--- src/common/pcc_pkg.sv ---
// shared constants and types of the parameter channel codec
package pcc_pkg;

	// request codes
	localparam logic [3:0] PCC_REQ_NONE      = 4'h0;
	localparam logic [3:0] PCC_REQ_READ_ARR  = 4'h6;
	localparam logic [3:0] PCC_REQ_WRITE_ARR = 4'h7;
	// response codes
	localparam logic [3:0] PCC_RSP_NONE      = 4'h0;
	localparam logic [3:0] PCC_RSP_WORD      = 4'h4;
	localparam logic [3:0] PCC_RSP_ERROR     = 4'h7;
	// error numbers
	localparam logic [15:0] PCC_ERR_NO_PARAM = 16'h0000;
	localparam logic [15:0] PCC_ERR_NO_REQ   = 16'h006A;

	// field positions of word 1
	localparam int PCC_CODE_LSB = 12;
	localparam int PCC_PNU_MSB  = 10;
	// field positions of word 2
	localparam int PCC_SUB_LSB  = 8;
	localparam int PCC_PAGE_MSB = 7;
	// field positions of a connector in word 4
	localparam int PCC_DO_LSB   = 10;
	localparam int PCC_CIDX_MSB = 9;

	localparam logic [7:0]  PCC_PAGE_0    = 8'h00;
	localparam logic [7:0]  PCC_PAGE_6000 = 8'h90;
	localparam logic [15:0] PCC_OFS_6000  = 16'h1770;
	localparam logic [5:0]  PCC_DRIVE_OBJ = 6'h3F;

	// parameter store window: full numbers 6000 to 6000+depth-1 or 0..depth-1
	localparam int PCC_STORE_DEPTH = 16;
	localparam int PCC_STORE_AW    = 4;
	localparam logic [15:0] PCC_STORE_BASE0 = 16'h0000;
	localparam logic [31:0] PCC_STORE_RESET = 32'h0000_0000;

	// telegram selection
	localparam logic [15:0] PCC_TEL_FREE    = 16'h03E7;
	localparam logic [15:0] PCC_TEL_RESET   = 16'h0001;
	localparam int          PCC_MAP_WORDS   = 8;
	localparam int          PCC_LOCKED_WORDS = 2;
	localparam logic [3:0]  PCC_LOCKED_RESET = 4'h2;

	// local register port
	localparam logic [3:0] PCC_ADDR_TEL     = 4'h0;
	localparam logic [3:0] PCC_ADDR_TEL_EXT = 4'h1;
	localparam logic [3:0] PCC_ADDR_STATUS  = 4'h2;
	localparam logic [3:0] PCC_ADDR_MAPLOCK = 4'h3;

	typedef struct packed {
		logic [15:0] param_id_word;
		logic [15:0] index_word;
		logic [15:0] value_high_word;
		logic [15:0] value_low_word;
	} pcc_chan_t;

	typedef enum logic [2:0] {
		PCC_ST_IDLE = 3'b001,
		PCC_ST_EXEC = 3'b010,
		PCC_ST_RESP = 3'b100
	} pcc_state_t;

endpackage

--- src/verilog/pcc_decode.sv ---
// request word decoder: fields and full parameter number
`timescale 1ns/1ps
`default_nettype none
module pcc_decode
(
	input  wire pcc_pkg::pcc_chan_t i_req,
	output logic [3:0]              o_code,
	output logic [15:0]             o_full_num,
	output logic [7:0]              o_sub,
	output logic                    o_page_ok
);
	import pcc_pkg::*;

	wire [10:0] param_number_field  = i_req.param_id_word[PCC_PNU_MSB:0];
	wire [7:0]  page = i_req.index_word[PCC_PAGE_MSB:0];
	wire        pg0  = (page == PCC_PAGE_0);
	wire        pg90 = (page == PCC_PAGE_6000);

	assign o_code     = i_req.param_id_word[15:PCC_CODE_LSB];
	assign o_sub      = i_req.index_word[15:PCC_SUB_LSB];
	assign o_page_ok  = pg0 | pg90;
	// full number is the sent number plus the page offset
	assign o_full_num = {5'h00, param_number_field} + (pg90 ? PCC_OFS_6000 : 16'h0000);
endmodule
`default_nettype wire

--- src/verilog/pcc_map.sv ---
// telegram mapping lock per process-data word
`timescale 1ns/1ps
`default_nettype none
module pcc_map
(
	input  wire logic [15:0] i_tel_sel,
	input  wire logic [15:0] i_tel_ext,
	input  wire logic [3:0]  i_std_words,
	output logic [7:0]       o_locked
);
	import pcc_pkg::*;

	wire sel_free = (i_tel_sel == PCC_TEL_FREE);
	wire ext_free = (i_tel_ext == PCC_TEL_FREE);

	genvar g;
	generate
		for (g = 0; g < PCC_MAP_WORDS; g = g + 1)
		begin : gen_lock
			// standard telegram: all locked; free telegram: words below i_std_words, none if the extension is free too
			assign o_locked[g] = !sel_free ? 1'b1 :
				(!ext_free && (g < i_std_words));
		end
	endgenerate
endmodule
`default_nettype wire

--- src/verilog/pcc_top.sv ---
// parameter channel codec: request interpreter, parameter store, telegram map
//
// Design decisions made here: the address map and the plain strobed port.
`timescale 1ns/1ps
`default_nettype none
module pcc_top
(
	input  wire logic               I_CLK_SYS,
	input  wire logic               I_RST,
	input  wire logic               I_REQ_VALID,
	input  wire pcc_pkg::pcc_chan_t I_REQ,
	output logic                    O_REQ_READY,
	output logic                    O_RSP_VALID,
	output pcc_pkg::pcc_chan_t      O_RSP,
	input  wire logic [3:0]         I_REG_ADDR,
	input  wire logic [15:0]        I_REG_WDATA,
	input  wire logic               I_REG_WR,
	input  wire logic               I_REG_RD,
	output logic [15:0]             O_REG_RDATA,
	output logic [7:0]              O_MAP_LOCKED,
	output logic                    O_CONN_VALID,
	output logic [15:0]             O_CONN_NUMBER,
	output logic [9:0]              O_CONN_INDEX
);
	import pcc_pkg::*;

	// ------------------------------------------------------------
	// request capture
	// ------------------------------------------------------------
	pcc_state_t st_q;
	pcc_state_t st_d;
	pcc_chan_t  req_q;
	pcc_chan_t  rsp_q;
	pcc_chan_t  rsp_d;
	logic [31:0] store_q [PCC_STORE_DEPTH];
	logic [15:0] tel_q;
	logic [15:0] tel_ext_q;
	logic [3:0]  std_words_q;
	logic [15:0] rdata_q;
	logic        conn_q;
	logic [15:0] conn_num_q;
	logic [9:0]  conn_idx_q;
	logic [7:0]  rsp_count_q;
	logic [7:0]  err_count_q;

	wire [3:0]  code;
	wire [15:0] full_num;
	wire [7:0]  sub;
	wire        page_ok;

	pcc_decode u_decode
	(
		.i_req      (req_q),
		.o_code     (code),
		.o_full_num (full_num),
		.o_sub      (sub),
		.o_page_ok  (page_ok)
	);

	// only one request in flight: ready only while idle
	assign O_REQ_READY = (st_q == PCC_ST_IDLE);
	wire take = I_REQ_VALID && O_REQ_READY;

	// ------------------------------------------------------------
	// parameter lookup
	// ------------------------------------------------------------
	// the store covers one window of indexed parameters; the subindex
	// selects the element, and a number outside the window is unknown
	wire [15:0] base_sel = (req_q.index_word[PCC_PAGE_MSB:0] == PCC_PAGE_6000)
		? PCC_OFS_6000 : PCC_STORE_BASE0;
	wire [15:0] rel_num  = full_num - base_sel;
	wire [15:0] elem     = rel_num + {8'h00, sub};
	wire        num_hit  = page_ok && (rel_num < 16'(PCC_STORE_DEPTH))
		&& (elem < 16'(PCC_STORE_DEPTH));
	wire [PCC_STORE_AW-1:0] addr = elem[PCC_STORE_AW-1:0];
	wire [31:0] rd_val  = store_q[addr];

	wire is_read  = (code == PCC_REQ_READ_ARR);
	wire is_write = (code == PCC_REQ_WRITE_ARR);
	wire known    = is_read || is_write;
	wire ok       = known && num_hit;
	// word 3 high half, word 4 low half; a write stores words 3 and 4 as sent
	wire [31:0] wr_val = {req_q.value_high_word, req_q.value_low_word};
	wire do_write = (st_q == PCC_ST_EXEC) && is_write && num_hit;

	// a word 4 whose top bits carry the drive object marks a connector
	wire is_conn = (req_q.value_low_word[15:PCC_DO_LSB] == PCC_DRIVE_OBJ);

	// ------------------------------------------------------------
	// response build
	// ------------------------------------------------------------
	always_comb
	begin
		rsp_d = rsp_q;
		if (st_q == PCC_ST_EXEC)
		begin
			// answer in the request layout, number and index echoed
			rsp_d.index_word    = req_q.index_word;
			if (!ok)
			begin
				rsp_d.param_id_word = {PCC_RSP_ERROR,
					req_q.param_id_word[11:0]};
				rsp_d.value_high_word = 16'h0000;
				// error number sits in the least significant value word
				rsp_d.value_low_word  = known ? PCC_ERR_NO_PARAM
					: PCC_ERR_NO_REQ;
			end
			else
			begin
				rsp_d.param_id_word = {PCC_RSP_WORD,
					req_q.param_id_word[11:0]};
				rsp_d.value_high_word = is_read ? rd_val[31:16]
					: req_q.value_high_word;
				rsp_d.value_low_word  = is_read ? rd_val[15:0]
					: req_q.value_low_word;
			end
		end
	end

	always_comb
	begin
		st_d = st_q;
		unique case (st_q)
			PCC_ST_IDLE: if (take) st_d = PCC_ST_EXEC;
			PCC_ST_EXEC: st_d = PCC_ST_RESP;
			PCC_ST_RESP: st_d = PCC_ST_IDLE;
			default:     st_d = PCC_ST_IDLE;
		endcase
	end

	always_ff @(posedge I_CLK_SYS or posedge I_RST)
	begin
		if (I_RST)
		begin
			st_q  <= PCC_ST_IDLE;
			req_q <= '0;
			rsp_q <= '0;
		end
		else
		begin
			st_q  <= st_d;
			rsp_q <= rsp_d;
			// read requests never look at words 3 and 4
			if (take)
				req_q <= I_REQ;
		end
	end

	assign O_RSP_VALID = (st_q == PCC_ST_RESP);
	assign O_RSP       = rsp_q;

	// ------------------------------------------------------------
	// parameter store
	// ------------------------------------------------------------
	genvar g;
	generate
		for (g = 0; g < PCC_STORE_DEPTH; g = g + 1)
		begin : gen_store
			always_ff @(posedge I_CLK_SYS or posedge I_RST)
			begin
				if (I_RST)
					store_q[g] <= PCC_STORE_RESET;
				else if (do_write && (addr == PCC_STORE_AW'(g)))
					store_q[g] <= wr_val;
			end
		end
	endgenerate

	// last connector reference written, split into number and index
	always_ff @(posedge I_CLK_SYS or posedge I_RST)
	begin
		if (I_RST)
		begin
			conn_q     <= 1'b0;
			conn_num_q <= 16'h0000;
			conn_idx_q <= 10'h000;
		end
		else if (do_write && is_conn)
		begin
			conn_q     <= 1'b1;
			conn_num_q <= req_q.value_high_word;
			conn_idx_q <= req_q.value_low_word[PCC_CIDX_MSB:0];
		end
	end

	assign O_CONN_VALID  = conn_q;
	assign O_CONN_NUMBER = conn_num_q;
	assign O_CONN_INDEX  = conn_idx_q;

	// ------------------------------------------------------------
	// telegram selection registers
	// ------------------------------------------------------------
	wire wr_tel     = I_REG_WR && (I_REG_ADDR == PCC_ADDR_TEL);
	wire wr_tel_ext = I_REG_WR && (I_REG_ADDR == PCC_ADDR_TEL_EXT);
	wire wr_std     = I_REG_WR && (I_REG_ADDR == PCC_ADDR_MAPLOCK);

	always_ff @(posedge I_CLK_SYS or posedge I_RST)
	begin
		if (I_RST)
		begin
			tel_q       <= PCC_TEL_RESET;
			tel_ext_q   <= PCC_TEL_RESET;
			std_words_q <= PCC_LOCKED_RESET;
		end
		else
		begin
			if (wr_tel)
				tel_q <= I_REG_WDATA;
			if (wr_tel_ext)
				tel_ext_q <= I_REG_WDATA;
			if (wr_std)
				std_words_q <= I_REG_WDATA[3:0];
		end
	end

	pcc_map u_map
	(
		.i_tel_sel   (tel_q),
		.i_tel_ext   (tel_ext_q),
		.i_std_words (std_words_q),
		.o_locked    (O_MAP_LOCKED)
	);

	// ------------------------------------------------------------
	// counters and read port
	// ------------------------------------------------------------
	// counters wrap; they are diagnostics, not flow control
	always_ff @(posedge I_CLK_SYS or posedge I_RST)
	begin
		if (I_RST)
		begin
			rsp_count_q <= 8'h00;
			err_count_q <= 8'h00;
		end
		else if (st_q == PCC_ST_EXEC)
		begin
			rsp_count_q <= rsp_count_q + 8'h01;
			if (!ok)
				err_count_q <= err_count_q + 8'h01;
		end
	end

	wire [15:0] status_word = {err_count_q, rsp_count_q};
	wire [15:0] rd_mux =
		(I_REG_ADDR == PCC_ADDR_TEL)     ? tel_q :
		(I_REG_ADDR == PCC_ADDR_TEL_EXT) ? tel_ext_q :
		(I_REG_ADDR == PCC_ADDR_STATUS)  ? status_word :
		(I_REG_ADDR == PCC_ADDR_MAPLOCK) ? {O_MAP_LOCKED, 4'h0, std_words_q} :
		16'h0000;

	always_ff @(posedge I_CLK_SYS or posedge I_RST)
	begin
		if (I_RST)
			rdata_q <= 16'h0000;
		else if (I_REG_RD)
			rdata_q <= rd_mux;
		else
			rdata_q <= 16'h0000;
	end

	assign O_REG_RDATA = rdata_q;
endmodule
`default_nettype wire
--- config.mk ---
export PLATFORM = sky130hd
export DESIGN_NAME = pcc_top
export DESIGN_NICKNAME = d
export VERILOG_FILES = /design/src/common/pcc_pkg.sv /design/src/verilog/pcc_decode.sv /design/src/verilog/pcc_map.sv /design/src/verilog/pcc_top.sv
export SDC_FILE = /design/constraint.sdc
export NUM_CORES = 1
export LEC_CHECK = 0
export BUFFER_PORTS_ARGS = -buffer_cell sky130_fd_sc_hd__buf_4
export CAP_MARGIN = 0
export CORE_ASPECT_RATIO = 0.7
export CORE_MARGIN = 8
export CORE_UTILIZATION = 39
export DETAILED_ROUTE_END_ITERATION = 16
export PLACE_DENSITY = 0.63
export SYNTH_ARGS = -nofsm -noshare
export SYNTH_HDL_FRONTEND = slang
export SYNTH_SLANG_ARGS = --single-unit
export TNS_END_PERCENT = 100
--- constraint.sdc ---
create_clock -name I_CLK_SYS -period 21.6 [get_ports I_CLK_SYS]
set_input_delay 1.08 -clock I_CLK_SYS [delete_from_list [all_inputs] [get_ports I_CLK_SYS]]
set_output_delay 1.08 -clock I_CLK_SYS [all_outputs]
set_load 0.01 [all_outputs]
Word level (Yosys, flattened, before mapping)
Index checks and enable logic that the tools add are counted.

Bits in registers: 738. Input port bits: 89. Logic and storage cells: 145.

Add/subtract/negate cells: 5. Magnitude comparators: 11. Equal/unequal tests: 28. Mux-type cells: 24. Bitwise operators: 3. Reduce and logical (&&, ||, !) cells: 40.

Operators with widths (count): $bmux 32 s4 (1); $mux 16 (7); $mux 32 (3); $logic_and 1x1->1 (34); $eq 16x10->1 const B (2); $eq 4x4->1 const B (8); $lt 16x5->1 const B (2); $eq 4x3->1 const B (6); $add 11x16->16 (1); $add 16x8->16 (1); $add 8x1->8 const B (2); $eq 4x2->1 const B (4); $lt 3x4->1 const A (4); $sub 16x16->16 (1); $mux 14 (1); $mux 13 (1); $eq 4x1->1 const B (2); $eq 8x8->1 const B (1); $logic_not 4->1 (2); $logic_not 8->1 (1); $lt 1x4->1 const A (2); $lt 2x4->1 const A (2); $mux 1 (8); $mux 7 (1); other kinds (14) (14).

Depth between registers and ports, before layout
Gate-level depths: netlist (run 1).

Depth in word-level cells: 11. Mapped depth: 18. Mapped depth without buffers: 15.

Modules after synthesis
Synthesis (run 1) repeated with hierarchy kept, for this count alone.

Cells, all modules: 2393. Area total of the unflattened synthesis: 33764.9 µm².

By module, submodules not included: pcc_top (times used 1, cells each 2306, area each 33104.2 µm²); pcc_decode (times used 1, cells each 59, area each 444.2 µm²); pcc_map (times used 1, cells each 28, area each 216.5 µm²).

Least setup slack after synthesis (run 1)
OpenSTA, ideal clock, no wires.

Path kind: register -> register. Start point: reg req_q[49] (netlist bit). End point: reg store_q[64] (netlist bit). Data arrival time: 4056 ps. Slack: 17419 ps. Stages on the path, launching flop included: 18. Buffers on the path: 3. Clock period less this slack: 4181 ps. Path through: dfrtp_1 -> inv_1 -> ha_1 -> or2_2 -> a21oi_1 -> o31ai_1 -> and2_1 -> ha_1 -> nor3b_1 -> o2111ai_1 -> a211o_1 -> and4bb_1 -> and4_1 -> buf_4 -> and3b_1 -> clkbuf_1 -> buf_2 -> mux2_2.

Longest elaborated chain between the ends: 7.

RTL lines: start: declaration (RTL line pcc_top.sv:32) `pcc_chan_t req_q;`; start signal: assignment (RTL line pcc_top.sv:136) `req_q <= '0;`; start signal: assignment (RTL line pcc_top.sv:145) `req_q <= I_REQ;`; $add 11x16->16 (*) (RTL line pcc_decode.sv:23) `assign o_full_num = {5'h00, param_number_field} + (pg90 ? PCC_OFS_6000 : 16'h0000);`; $sub 16x16->16 (*) (RTL line pcc_top.sv:71) `wire [15:0] rel_num = full_num - base_sel;`; $add 16x8->16 or $lt 16x5->1 (tied branches) (RTL line pcc_top.sv:72, pcc_top.sv:73); $lt 16x5->1 or $logic_and 1x1->1 (tied branches) (RTL line pcc_top.sv:74, pcc_top.sv:73); $logic_and 1x1->1 (RTL line pcc_top.sv:74) `&& (elem < 16'(PCC_STORE_DEPTH));`; $logic_and 1x1->1 (RTL line pcc_top.sv:84) `wire do_write = (st_q == PCC_ST_EXEC) && is_write && num_hit;`; $logic_and 1x1->1 (*) (RTL line pcc_top.sv:163) `else if (do_write && (addr == PCC_STORE_AW'(g)))`; end signal: indexed assignment (RTL line pcc_top.sv:164) `store_q[g] <= wr_val;`; end: declaration (RTL line pcc_top.sv:35) `logic [31:0] store_q [PCC_STORE_DEPTH];`.

Mark *: on every way between the ends. The rest lies on a longest branch, timed or not. A chain may end at the register's enable or synchronous reset.

Final worst setup path (run 1)
Start point: reg req_q[49] (netlist bit). End point: reg store_q[408] (netlist bit).

The elaborated chain is that of the path after synthesis.

==> results of run 1 <==
-- layout by cell type (no fill, tap or decap), types with 4 or more instances in the layout --
| cell | Yosys | layout |
|---|---|---|
| a21o_1 | 5 | 5 |
| buf_4 | 4 | 238 |
| nand2b_1 | 6 | 6 |
| inv_6 | 0 | 5 |
| clkbuf_8 | 0 | 14 |
| nor3_1 | 14 | 13 |
| inv_1 | 16 | 15 |
| dfrtp_1 | 732 | 732 |
| ha_1 | 21 | 20 |
| clkbuf_1 | 87 | 14 |
| xor2_1 | 11 | 10 |
| a211oi_1 | 5 | 5 |
| a22oi_1 | 4 | 4 |
| bufinv_16 | 0 | 12 |
| nor2_1 | 34 | 34 |
| o21a_1 | 4 | 4 |
| o22a_1 | 4 | 4 |
| mux2_1 | 68 | 68 |
| mux2_2 | 412 | 412 |
| clkinv_2 | 0 | 8 |
| clkbuf_16 | 0 | 77 |
| xnor2_1 | 14 | 14 |
| and3_1 | 6 | 6 |
| nand4b_1 | 4 | 4 |
| nand4_1 | 11 | 11 |
| and2_1 | 15 | 14 |
| mux2_4 | 150 | 150 |
| o21ai_0 | 69 | 69 |
| nand2_1 | 126 | 124 |
| a21oi_1 | 45 | 45 |
| nor3b_1 | 6 | 6 |
| a221oi_1 | 5 | 5 |
| dfstp_2 | 4 | 4 |
| nand4b_4 | 4 | 4 |
| nand3_1 | 11 | 11 |
| o22ai_1 | 35 | 35 |
| mux4_2 | 132 | 132 |
| mux2i_1 | 78 | 78 |
-- per-stage QoR --
| step | cells | hold slack [ns] | instance area (um^2) | worst slack (ns) | power (mW) |
|---|---|---|---|---|---|
| final | 3625 | 0.479 | 38900 | 15.86 | 5.09 |
| after CTS | 3624 | 0.482 | 38900 | 15.89 | 5.15 |
| after global routing | 3624 | 0.501 | 38900 | 15.44 | 5.35 |
| after detailed placement | 3489 | 0.466 | 36300 | 15.90 | 3.72 |
| after global placement | 3489 | 0.450 | 36300 | 16.11 | 3.67 |
| after floorplan | 2303 | 0.435 | 33900 | 10.44 | 3.11 |
-- worst max-delay path, stage by stage, from the launching register on --
cell and delay (ns):
dfrtp_1 0.49, inv_1 0.12, ha_1 0.33, or2_2 0.28, a21oi_1 0.28, o31ai_1 0.17, and2_1 0.19, ha_1 0.38
nor3b_1 0.28, o2111ai_1 0.19, a211o_1 0.32, and4bb_1 0.23, and4_1 0.20, buf_4 0.39, nand4_1 0.80, buf_4 0.59
mux2_2 0.34
-- area by class of cell --
| class | count | area [um^2] |
|---|---|---|
| clock buffers | 105 | 2170 |
| clock inverters | 30 | 500 |
| multi-input cells | 1346 | 14500 |
| diodes | 1 | 2.50 |
| repair buffers | 240 | 1830 |
| well taps | 1150 | 1440 |
| flip-flops and latches | 736 | 18400 |
| inverters | 17 | 67.6 |
| fillers | 7512 | 47200 |
-- flip-flops by register name, summed over array words and instances, names as in the netlist, 8 cells and up --
register / count
store_q: 512
req_q: 64
tel_q: 16
rsp_count_q: 8
err_count_q: 8
tel_ext_q: 16
O_REG_RDATA: 16
O_RSP: 62
O_CONN_INDEX: 10
O_CONN_NUMBER: 16
-- cell families after synthesis --
family	synth area share
simple gates	0.0418
mux	0.336
xor+xnor	0.00645
fa+ha+maj	0.00833
flops	0.543
buf+inv	0.0310
other cells	0.000111
compound gates	0.0332
-- power breakdown --
part	switching [mW]	internal (mW)	total (mW)
clock	0.564	0.850	1.41
combinational	1.14	0.792	1.94
sequential	0.249	1.49	1.74
-- how the worst max path moves through the flow --
| stage | end | slack [ns] | cells past startpoint |
|---|---|---|---|
| 2_1_floorplan | O_CONN_INDEX[0] | 10.44 | 1 |
| 4_1_cts | store_q[408] | 15.89 | 16 |
| 3_5_place_dp | store_q[408] | 15.90 | 16 |
| 5_1_grt | store_q[400] | 15.44 | 16 |
| 3_3_place_gp | store_q[114] | 16.11 | 15 |
| 6_report | store_q[408] | 15.86 | 16 |
-- layer usage --
layer  up-vias  wire (um)
met2       499      38600
met4         0       1690
li1       8613          -
met3       119       4580
met1     10600      40800
met5         -          0
==> metrics.txt, run 1 <==
syn_nets 2414; number of setup buffers added after CTS 0; area leader, netlist dfrtp_1; kind of end point of the critical path register; Longest Clk Path Bufs 3; Chip Height 263 um; Netlist Area Pre-Place 33900 um^2; core area 86100 um^2; cell count of the worst reg-to-reg path 16; Hold Crit Depth 2; DR vias/cell 5.47; Routed wire per std cell 23.6 um; RR Endpoint store_q[408]; Yosys top cell area share 0.540; Final Hold Viols 0; R2R Setup Slk 15.86 ns; Post-synth EDFFs 0; post-synth cell types 66; clock skew 0.0253 ns; Worst-Margin Slew 1.21 ns; fin crit period 5.74 ns; endpoints failing setup 0; Synth area leaders dfrtp_1, mux2_2, mux4_2, mux2_4, mux2i_1; met3 GRT Util 0.0331; Initial Utilization 0.394; Final ANT Viol Nets 0; final period utilization 0.266; Worst-path clk slew 0.07 ns; CP required 22.10 ns; worst setup path category reg2reg; DP HPWL 52500 um; met2 usage 0.267; vias in the first global route 21555; RSZ-0062 raised after global routing false; cells after synthesis 2303; fin. max-slew vios 0; first-pass GRT wire length 135000 um; PostCTS Resize Cnt 0; Die W 369 um; mean area per synthesized cell 14.7 um^2; CTS tree built; Pre-antenna DRT Iters 5; Root Driver clkbuf_16; PwrDens 131 nW/um^2; CTS buffer count 75; overall global routing resource usage 0.175; worst vdd ir 0.249 mV; status finished clean; ys flop type dfrtp_1; die area 96900 um^2; largest net degree at the start of global routing 185; Max Cap Viol 0; count leader, synth dfrtp_1; layout cells sized above 1 0.439; synthesis-to-layout area growth 14.8%; worst min-delay path startpoint O_RSP[29]; register area share after synthesis 0.543; Worst R2R Start req_q[49]; worst skew pair latency 0.64 ns; Nets 2527; total wire length 85700 um; Slew HR 0.195; 1st-iter DRT viols 1432; list of most frequent post-synthesis cells dfrtp_1, mux2_2, mux2_4; drt drc 0; crit path DAT 6.24 ns; Synth Register Bits 736; Util after Layout 0.452; fmax 174 MHz; setup TNS 0 ns; Setup crit start kind register; IO Port Bufs 204; num ports 206; FP Rows 90; Warnings, synthesis 0; critical path fanouts, max 24; CTS Hold Buffers Added 0; RePlAce Congestion 0.831; Worst Hold Class reg2reg; routed vias 19831; initial antenna violation count 0; grt total ovfl 0; Worst Setup SP req_q[49]; clock sink count 736; Leakage 19.3 nW; ys async rst share 1.00; worst hold endpoint O_RSP[29]; Clock H-tree levels 3; gr busiest metal met2; GRT met1 Usage 0.257
Note: power is estimated with default switching activity, not from simulation.
==> run 2, diff against run 1 <==
ABC_AREA = 1   (was not set)
PLACE_DENSITY = 0.61   (was 0.63)
clock period = 6 ns   (was 21.6 ns; I/O delays follow)
==> run 2 against run 1 <==
Against the previous run: first-iteration DRC count rose to 2.8 times the previous value; register-to-register slack got worse by 15 ns; global-route usage rose by 6.7 points; largest cell class unchanged.
==> metrics.txt, run 2 <==
Placed Instances 5500 (+58%); clock sink count 736 (unchanged); fmax 215 MHz (+24%); Die W 376 um (+1.9%); max FFs per register 512 (unchanged); Setup WS post-layout 1.36 ns (-14.50 ns); Warnings, synthesis 0 (unchanged); final period utilization 0.774 (+0.508); drt drc 0 (unchanged); clock skew 0.0318 ns (+0.00643 ns); worst skew pair latency 0.67 ns (+0.03 ns); critical path fanouts, max 22 (-8.3%); R2R Setup Slk 1.36 ns (-14.50 ns); first-pass GRT wire length 193000 um (+43%); Worst R2R Start req_q[49]; layout cells sized above 1 0.107 (-0.332); Place WS 1.45 ns (-14.45 ns); cells after synthesis 4379 (+90%); Worst-Margin Slew 1.20 ns (-0.00519 ns); fin crit period 4.64 ns (-1.10 ns); final non-filler cell total 5723 (+58%); ys flop type dfrtp_1; register area share after synthesis 0.522 (-0.0212); Longest Clk Path Bufs 3 (unchanged); DP HPWL 71800 um (+37%); number of setup buffers added after CTS 0 (unchanged); post-synth cell types 40 (-39%); ys async rst share 1.00 (unchanged); setup TNS 0 ns (unchanged); largest net degree at the start of global routing 173 (-6.5%); vias in the first global route 30852 (+43%); kind of end point of the critical path register; cell count of the worst reg-to-reg path 24 (+8); crit path to store_q[6]; most common cell after layout, fill and taps aside nand2_1; DR vias/cell 5.68 (+3.8%); Pre-antenna DRT Iters 6 (+1); FP Rows 92 (+2.2%); CTS buffer count 76 (+1.3%); RR Endpoint store_q[6]; RSZ-0062 raised after global routing false; Nets 4549 (+80%); Netlist Area Pre-Place 35300 um^2 (+4.1%); crit path DAT 5.17 ns (-1.07 ns); routed vias 32502 (+64%); Yosys top cell area share 0.519 (-0.0211); worst min-delay path startpoint I_REG_ADDR[0]; syn_nets 4490 (+86%); CTS tree built; num ports 206 (unchanged); synthesis-to-layout area growth 17.0%; Initial Utilization 0.393 (-0.00109); Synth area leaders dfrtp_1, nand2_1, nand4_1, o21ai_0, clkbuf_1; core area 89900 um^2 (+4.4%); IO Port Bufs 204 (unchanged); endpoints failing setup 0 (unchanged); most frequent cells in the layout nand2_1, dfrtp_1, nand4_1; Setup crit start kind register; Chip Height 268 um (+1.9%); grt total ovfl 0 (unchanged); fin. max-slew vios 0 (unchanged); status finished clean; RePlAce Congestion 0.852 (+2.6%); total wire length 125000 um (+46%); Worst Setup SP req_q[49]; Final ANT Viol Nets 0 (unchanged); mean area per synthesized cell 8.06 um^2 (-45%); Root Driver clkbuf_16; die area 101000 um^2 (+3.9%); Post-synth EDFFs 0 (unchanged); Clock H-tree levels 3 (unchanged); Filler Cell Count 8701 (+16%); initial antenna violation count 4 (+4); Synth Register Bits 736 (unchanged); Worst Hold Class in2reg; 1st-iter DRT viols 3963 (+180%); worst setup path category reg2reg; count leader, synth nand2_1; Routed wire per std cell 21.9 um (-7.4%); overall global routing resource usage 0.242 (+0.0671); Slew HR 0.200 (+0.00502); Util after Layout 0.460 (+0.00755); list of most frequent post-synthesis cells nand2_1, dfrtp_1, nand4_1; Final Hold Viols 0 (unchanged); CP required 6.53 ns (-15.57 ns); Max Cap Viol 0 (unchanged); Top reg by flops store_q; area leader, netlist dfrtp_1; Worst-path clk slew 0.06 ns (about the same)
==> run 2: cell types whose count changed in the layout (fill, tap and decap cells not counted), moves of 76 or more <==
cell / previous run / this run
mux2_4: 150 / 0
inv_1: 15 / 169
dlygate4sd3_1: 0 / 82
nand2_1: 124 / 1663
o21ai_0: 69 / 222
nand3_1: 11 / 87
mux2_2: 412 / 0
mux4_2: 132 / 0
nand4_1: 11 / 553
mux2i_1: 78 / 0
nor2_1: 34 / 134
==> run 2: layout make-up <==
type / count / area [um^2] / area share
tap: 1222 / 1530 / 0.0370
timing repair buffer: 392 / 3400 / 0.0822
clock buffer: 106 / 2220 / 0.0537
antenna: 2 / 5.00 / 0.000121
sequential: 736 / 18400 / 0.446
inverter: 179 / 683 / 0.0165
multi-input combinational: 3053 / 14600 / 0.353
clock inverter: 33 / 489 / 0.0118
==> run 2: kinds of logic after synthesis <==
logic type | synth area share
AO/OA/AOI/OAI | 0.0752
buffers and inverters | 0.0681
other | 0.000106
AND/OR/NAND/NOR | 0.322
flip-flops | 0.522
adder cells (fa/ha/maj) | 0.00801
XOR/XNOR | 0.00471
==> run 2: critical path: stages (launching register included) <==
cell      delay, ns
dfrtp_1        0.46
inv_2          0.10
ha_1           0.31
inv_1          0.10
nand2_1        0.06
nand2_1        0.10
nand3_1        0.11
nand2_1        0.08
nand2_1        0.04
nand2_1        0.08
inv_1          0.05
ha_1           0.33
nand2_1        0.11
inv_1          0.05
a21oi_1        0.17
nand3b_1       0.10
nand2_1        0.07
nand3_1        0.07
nor2_1         0.16
nand3_1        0.12
nor2_2         0.58
nand4_2        0.61
buf_4          0.48
nand2_1        0.11
nand2_1        0.06
==> run 2: worst min-delay path by stage <==
stage,endpoint,slack [ns],cells past startpoint
floorplan,req_q[0],0.41,2
global placement,store_q[468],0.45,2
detailed placement,store_q[14],0.45,2
CTS,O_REG_RDATA[11],0.03,3
global route,O_REG_RDATA[2],0.08,4
finish,O_REG_RDATA[2],0.08,4
==> run 2: what timing repair did <==
item,4_1_cts,5_1_grt
resized for setup,0,0
hold buffers,82,0
hold endpoints to repair,145,0
==> run 2: routing by layer <==
layer / GRT usage / wire length, um / vias up
li1: - / - / 14860
met1: 0.357 / 56100 / 15952
met2: 0.356 / 54200 / 1464
met3: 0.0534 / 11400 / 224
met4: 0.0690 / 3500 / 2
met5: 0 / 13 / -
==> run 2: metrics by stage <==
stage	hold WS, ns	instance area, um^2
floorplan	0.410	35300
global placement	0.448	37800
detailed placement	0.453	37800
CTS	0.0285	41300
global route	0.0765	41300
finish	0.0849	41300
Power of run 2 is left out: the tool's default activity adds up to more than one toggle a clock period on the data nets, which glitch-free logic cannot reach.
==> run 3, diff against run 2 <==
ABC_AREA = 0   (was 1)
clock period = 4.6 ns   (was 6 ns; I/O delays follow)
==> run 3 against run 2 <==
Against the previous run: setup slack lost 1.2 ns; via count shrank 37%; first-iteration DRC count shrank 62%; utilization grew 0.80 points; flip-flop and latch count is the same; wire length shrank 30%; register-to-register slack lost 1.2 ns; highest routed layer is now met4; critical path depth shrank 8; clock-buffer cell count grew 3; clock skew shrank 0.0015 ns; global-route usage shrank 6.3 points; sequential share of layout area grew 1.1 points.
==> metrics.txt, run 3 (synthesis results as in run 1) <==
Slew HR 0.313 (+0.113); max FFs per register 512 (unchanged); Chip Height 263 um (-1.9%); Setup WS post-layout 0.198 ns (-1.16 ns); DP HPWL 54100 um (-25%); CP required 5.10 ns (-1.43 ns); final period utilization 0.957 (+0.183); total wire length 88200 um (-30%); number of setup buffers added after CTS 0 (unchanged); grt total ovfl 0 (unchanged); Worst-Margin Slew 1.02 ns (-0.177 ns); IO Port Bufs 204 (unchanged); crit path cell chain inv_1 > ha_1 > or2_2 > a21oi_2 > o31ai_1 > and2_1 > ha_2 > nor3b_2 > o2111ai_1 > a211o_1 > and4bb_1 > and4_4 > buf_12 > and3b_2 > buf_12 > mux2_2; Pre-antenna DRT Iters 5 (-1); Most common cell on crit path buf_12; Clock H-tree levels 3 (unchanged); Initial Utilization 0.394 (+0.00109); CTS tree built; worst skew pair latency 0.63 ns (-0.04 ns); Final Hold Viols 0 (unchanged); Crit path largest cell delay 0.38 ns (-0.23 ns); clock sink count 736 (unchanged); most common cell after layout, fill and taps aside dfrtp_1; Place WS 0.0190 ns (-1.43 ns); CTS buffer count 77 (+1.3%); Tot Pwr 24.1 mW; Final ANT Viol Nets 0 (unchanged); Nets 2648 (-42%); FP Rows 90 (-2.2%); endpoints failing setup 0 (unchanged); num ports 206 (unchanged); Top reg by flops store_q; CP max-delay cell ha_2; Worst-path clk slew 0.06 ns (about the same); Routed wire per std cell 23.5 um (+7.6%); vias in the first global route 22048 (-29%); critical path fanouts, max 12 (-45%); fin. max-slew vios 0 (unchanged); Setup crit start kind register; Die W 369 um (-1.9%); Worst Hold Class in2reg; most frequent cells in the layout dfrtp_1, mux2_2, buf_4; RePlAce Congestion 0.800 (-6.2%); fin crit period 4.40 ns (-0.242 ns); worst vdd ir 1.57 mV; Root Driver clkbuf_16; largest net degree at the start of global routing 149 (-14%); 1st-iter DRT viols 1501 (-62%); Buf/Inv on CP 3 (-2); # diodes 0 (-2); crit path DAT 4.90 ns (-0.27 ns); overall global routing resource usage 0.179 (-0.0626); Worst path top cell family by delay simple AND/OR/NAND/NOR gates; status finished clean; die area 96900 um^2 (-3.7%); RSZ-0062 raised after global routing false; Max Cap Viol 0 (unchanged); drt drc 0 (unchanged); fmax 227 MHz (+5.5%); core area 86100 um^2 (-4.2%); clock skew 0.0303 ns (-0.00150 ns); initial antenna violation count 1 (-3); DR vias/cell 5.45 (-4.0%); first-pass GRT wire length 138000 um (-29%); routed vias 20422 (-37%); PwrDens 599 nW/um^2; synthesis-to-layout area growth 18.7%; kind of end point of the critical path register; layout cells sized above 1 0.435 (+0.328); Leakage 19.9 nW; Longest Clk Path Bufs 3 (unchanged); Filler Cell Count 7462 (-14%); worst setup path category reg2reg
==> run 3: changes by cell type in the layout (fill, tap and decap cells not counted), sizes merged, moves of 78 or more <==
cell,delta
nand2,-1541
mux2i,+78
nand4,-553
mux2,+630
inv,-160
mux4,+132
o21ai,-158
nor2,-108
==> run 3: metal layers <==
layer / track usage / up-vias / share of wire
li1: - / 8859 / -
met1: 0.259 / 10950 / 0.47
met2: 0.277 / 477 / 0.46
met3: 0.0343 / 136 / 0.046
met4: 0.0469 / 0 / 0.024
met5: 0 / - / 0
==> run 3: metrics by stage <==
step / setup TNS, ns / area [um^2] / util / std cells / hold slack, ns
3_3_place_gp: 0 / 36800 / 0.427 / 3523 / 0.377
6_report: 0 / 40300 / 0.468 / 3747 / 0.138
2_1_floorplan: -4192.77 / 33900 / - / 2303 / 0.347
4_1_cts: 0 / 40200 / 0.467 / 3744 / 0.0892
3_5_place_dp: 0 / 36800 / 0.427 / 3523 / 0.372
5_1_grt: 0 / 40300 / 0.468 / 3747 / 0.122
==> run 3: worst reg2reg max path, cell delays in order, from the launching register on <==
cell and delay (ns):
dfrtp_1 0.36, inv_1 0.08, ha_1 0.34, or2_2 0.29, a21oi_2 0.17, o31ai_1 0.13
and2_1 0.19, ha_2 0.38, nor3b_2 0.20, o2111ai_1 0.17, a211o_1 0.33, and4bb_1 0.26
and4_4 0.28, buf_12 0.17, and3b_2 0.36, buf_12 0.21, mux2_2 0.37
==> run 3: final cells by class <==
cell class / count / area, um^2 / area share
flip-flops and latches: 736 / 18400 / 0.457
multi-input cells: 1346 / 14500 / 0.361
repair buffers: 359 / 3260 / 0.0809
clock buffers: 109 / 2250 / 0.0558
well taps: 1150 / 1440 / 0.0357
clock inverters: 30 / 319 / 0.00792
inverters: 17 / 67.6 / 0.00168
==> run 3: path summary, 6_finish.rpt <==
kind	start	to	slack, ns	cells after the start
hold / removal	I_REG_WR	std_words_q[2]	0.14	3
min in group asynchronous	I_RST	store_q[353]	0.29	3
max in group asynchronous	I_RST	store_q[438]	2.91	4
setup reg to reg	req_q[50]	store_q[72]	0.20	16
setup / recovery	req_q[50]	store_q[72]	0.20	16
hold reg to reg	req_q[59]	O_RSP[59]	0.47	2
==> run 3: where the power goes <==
part,total [mW],switching [mW],internal (mW)
registers,8.17,1.18,7.00
clock network,6.35,2.64,3.70
logic,9.60,5.52,4.08
==> run 3: what timing repair did <==
| item | in CTS | in global routing |
|---|---|---|
| hold buffers | 82 | 0 |
| setup endpoints to repair | 0 | 423 |
| endpoints found under the hold margin | 132 | 0 |
| gates resized for setup | 0 | 8 |
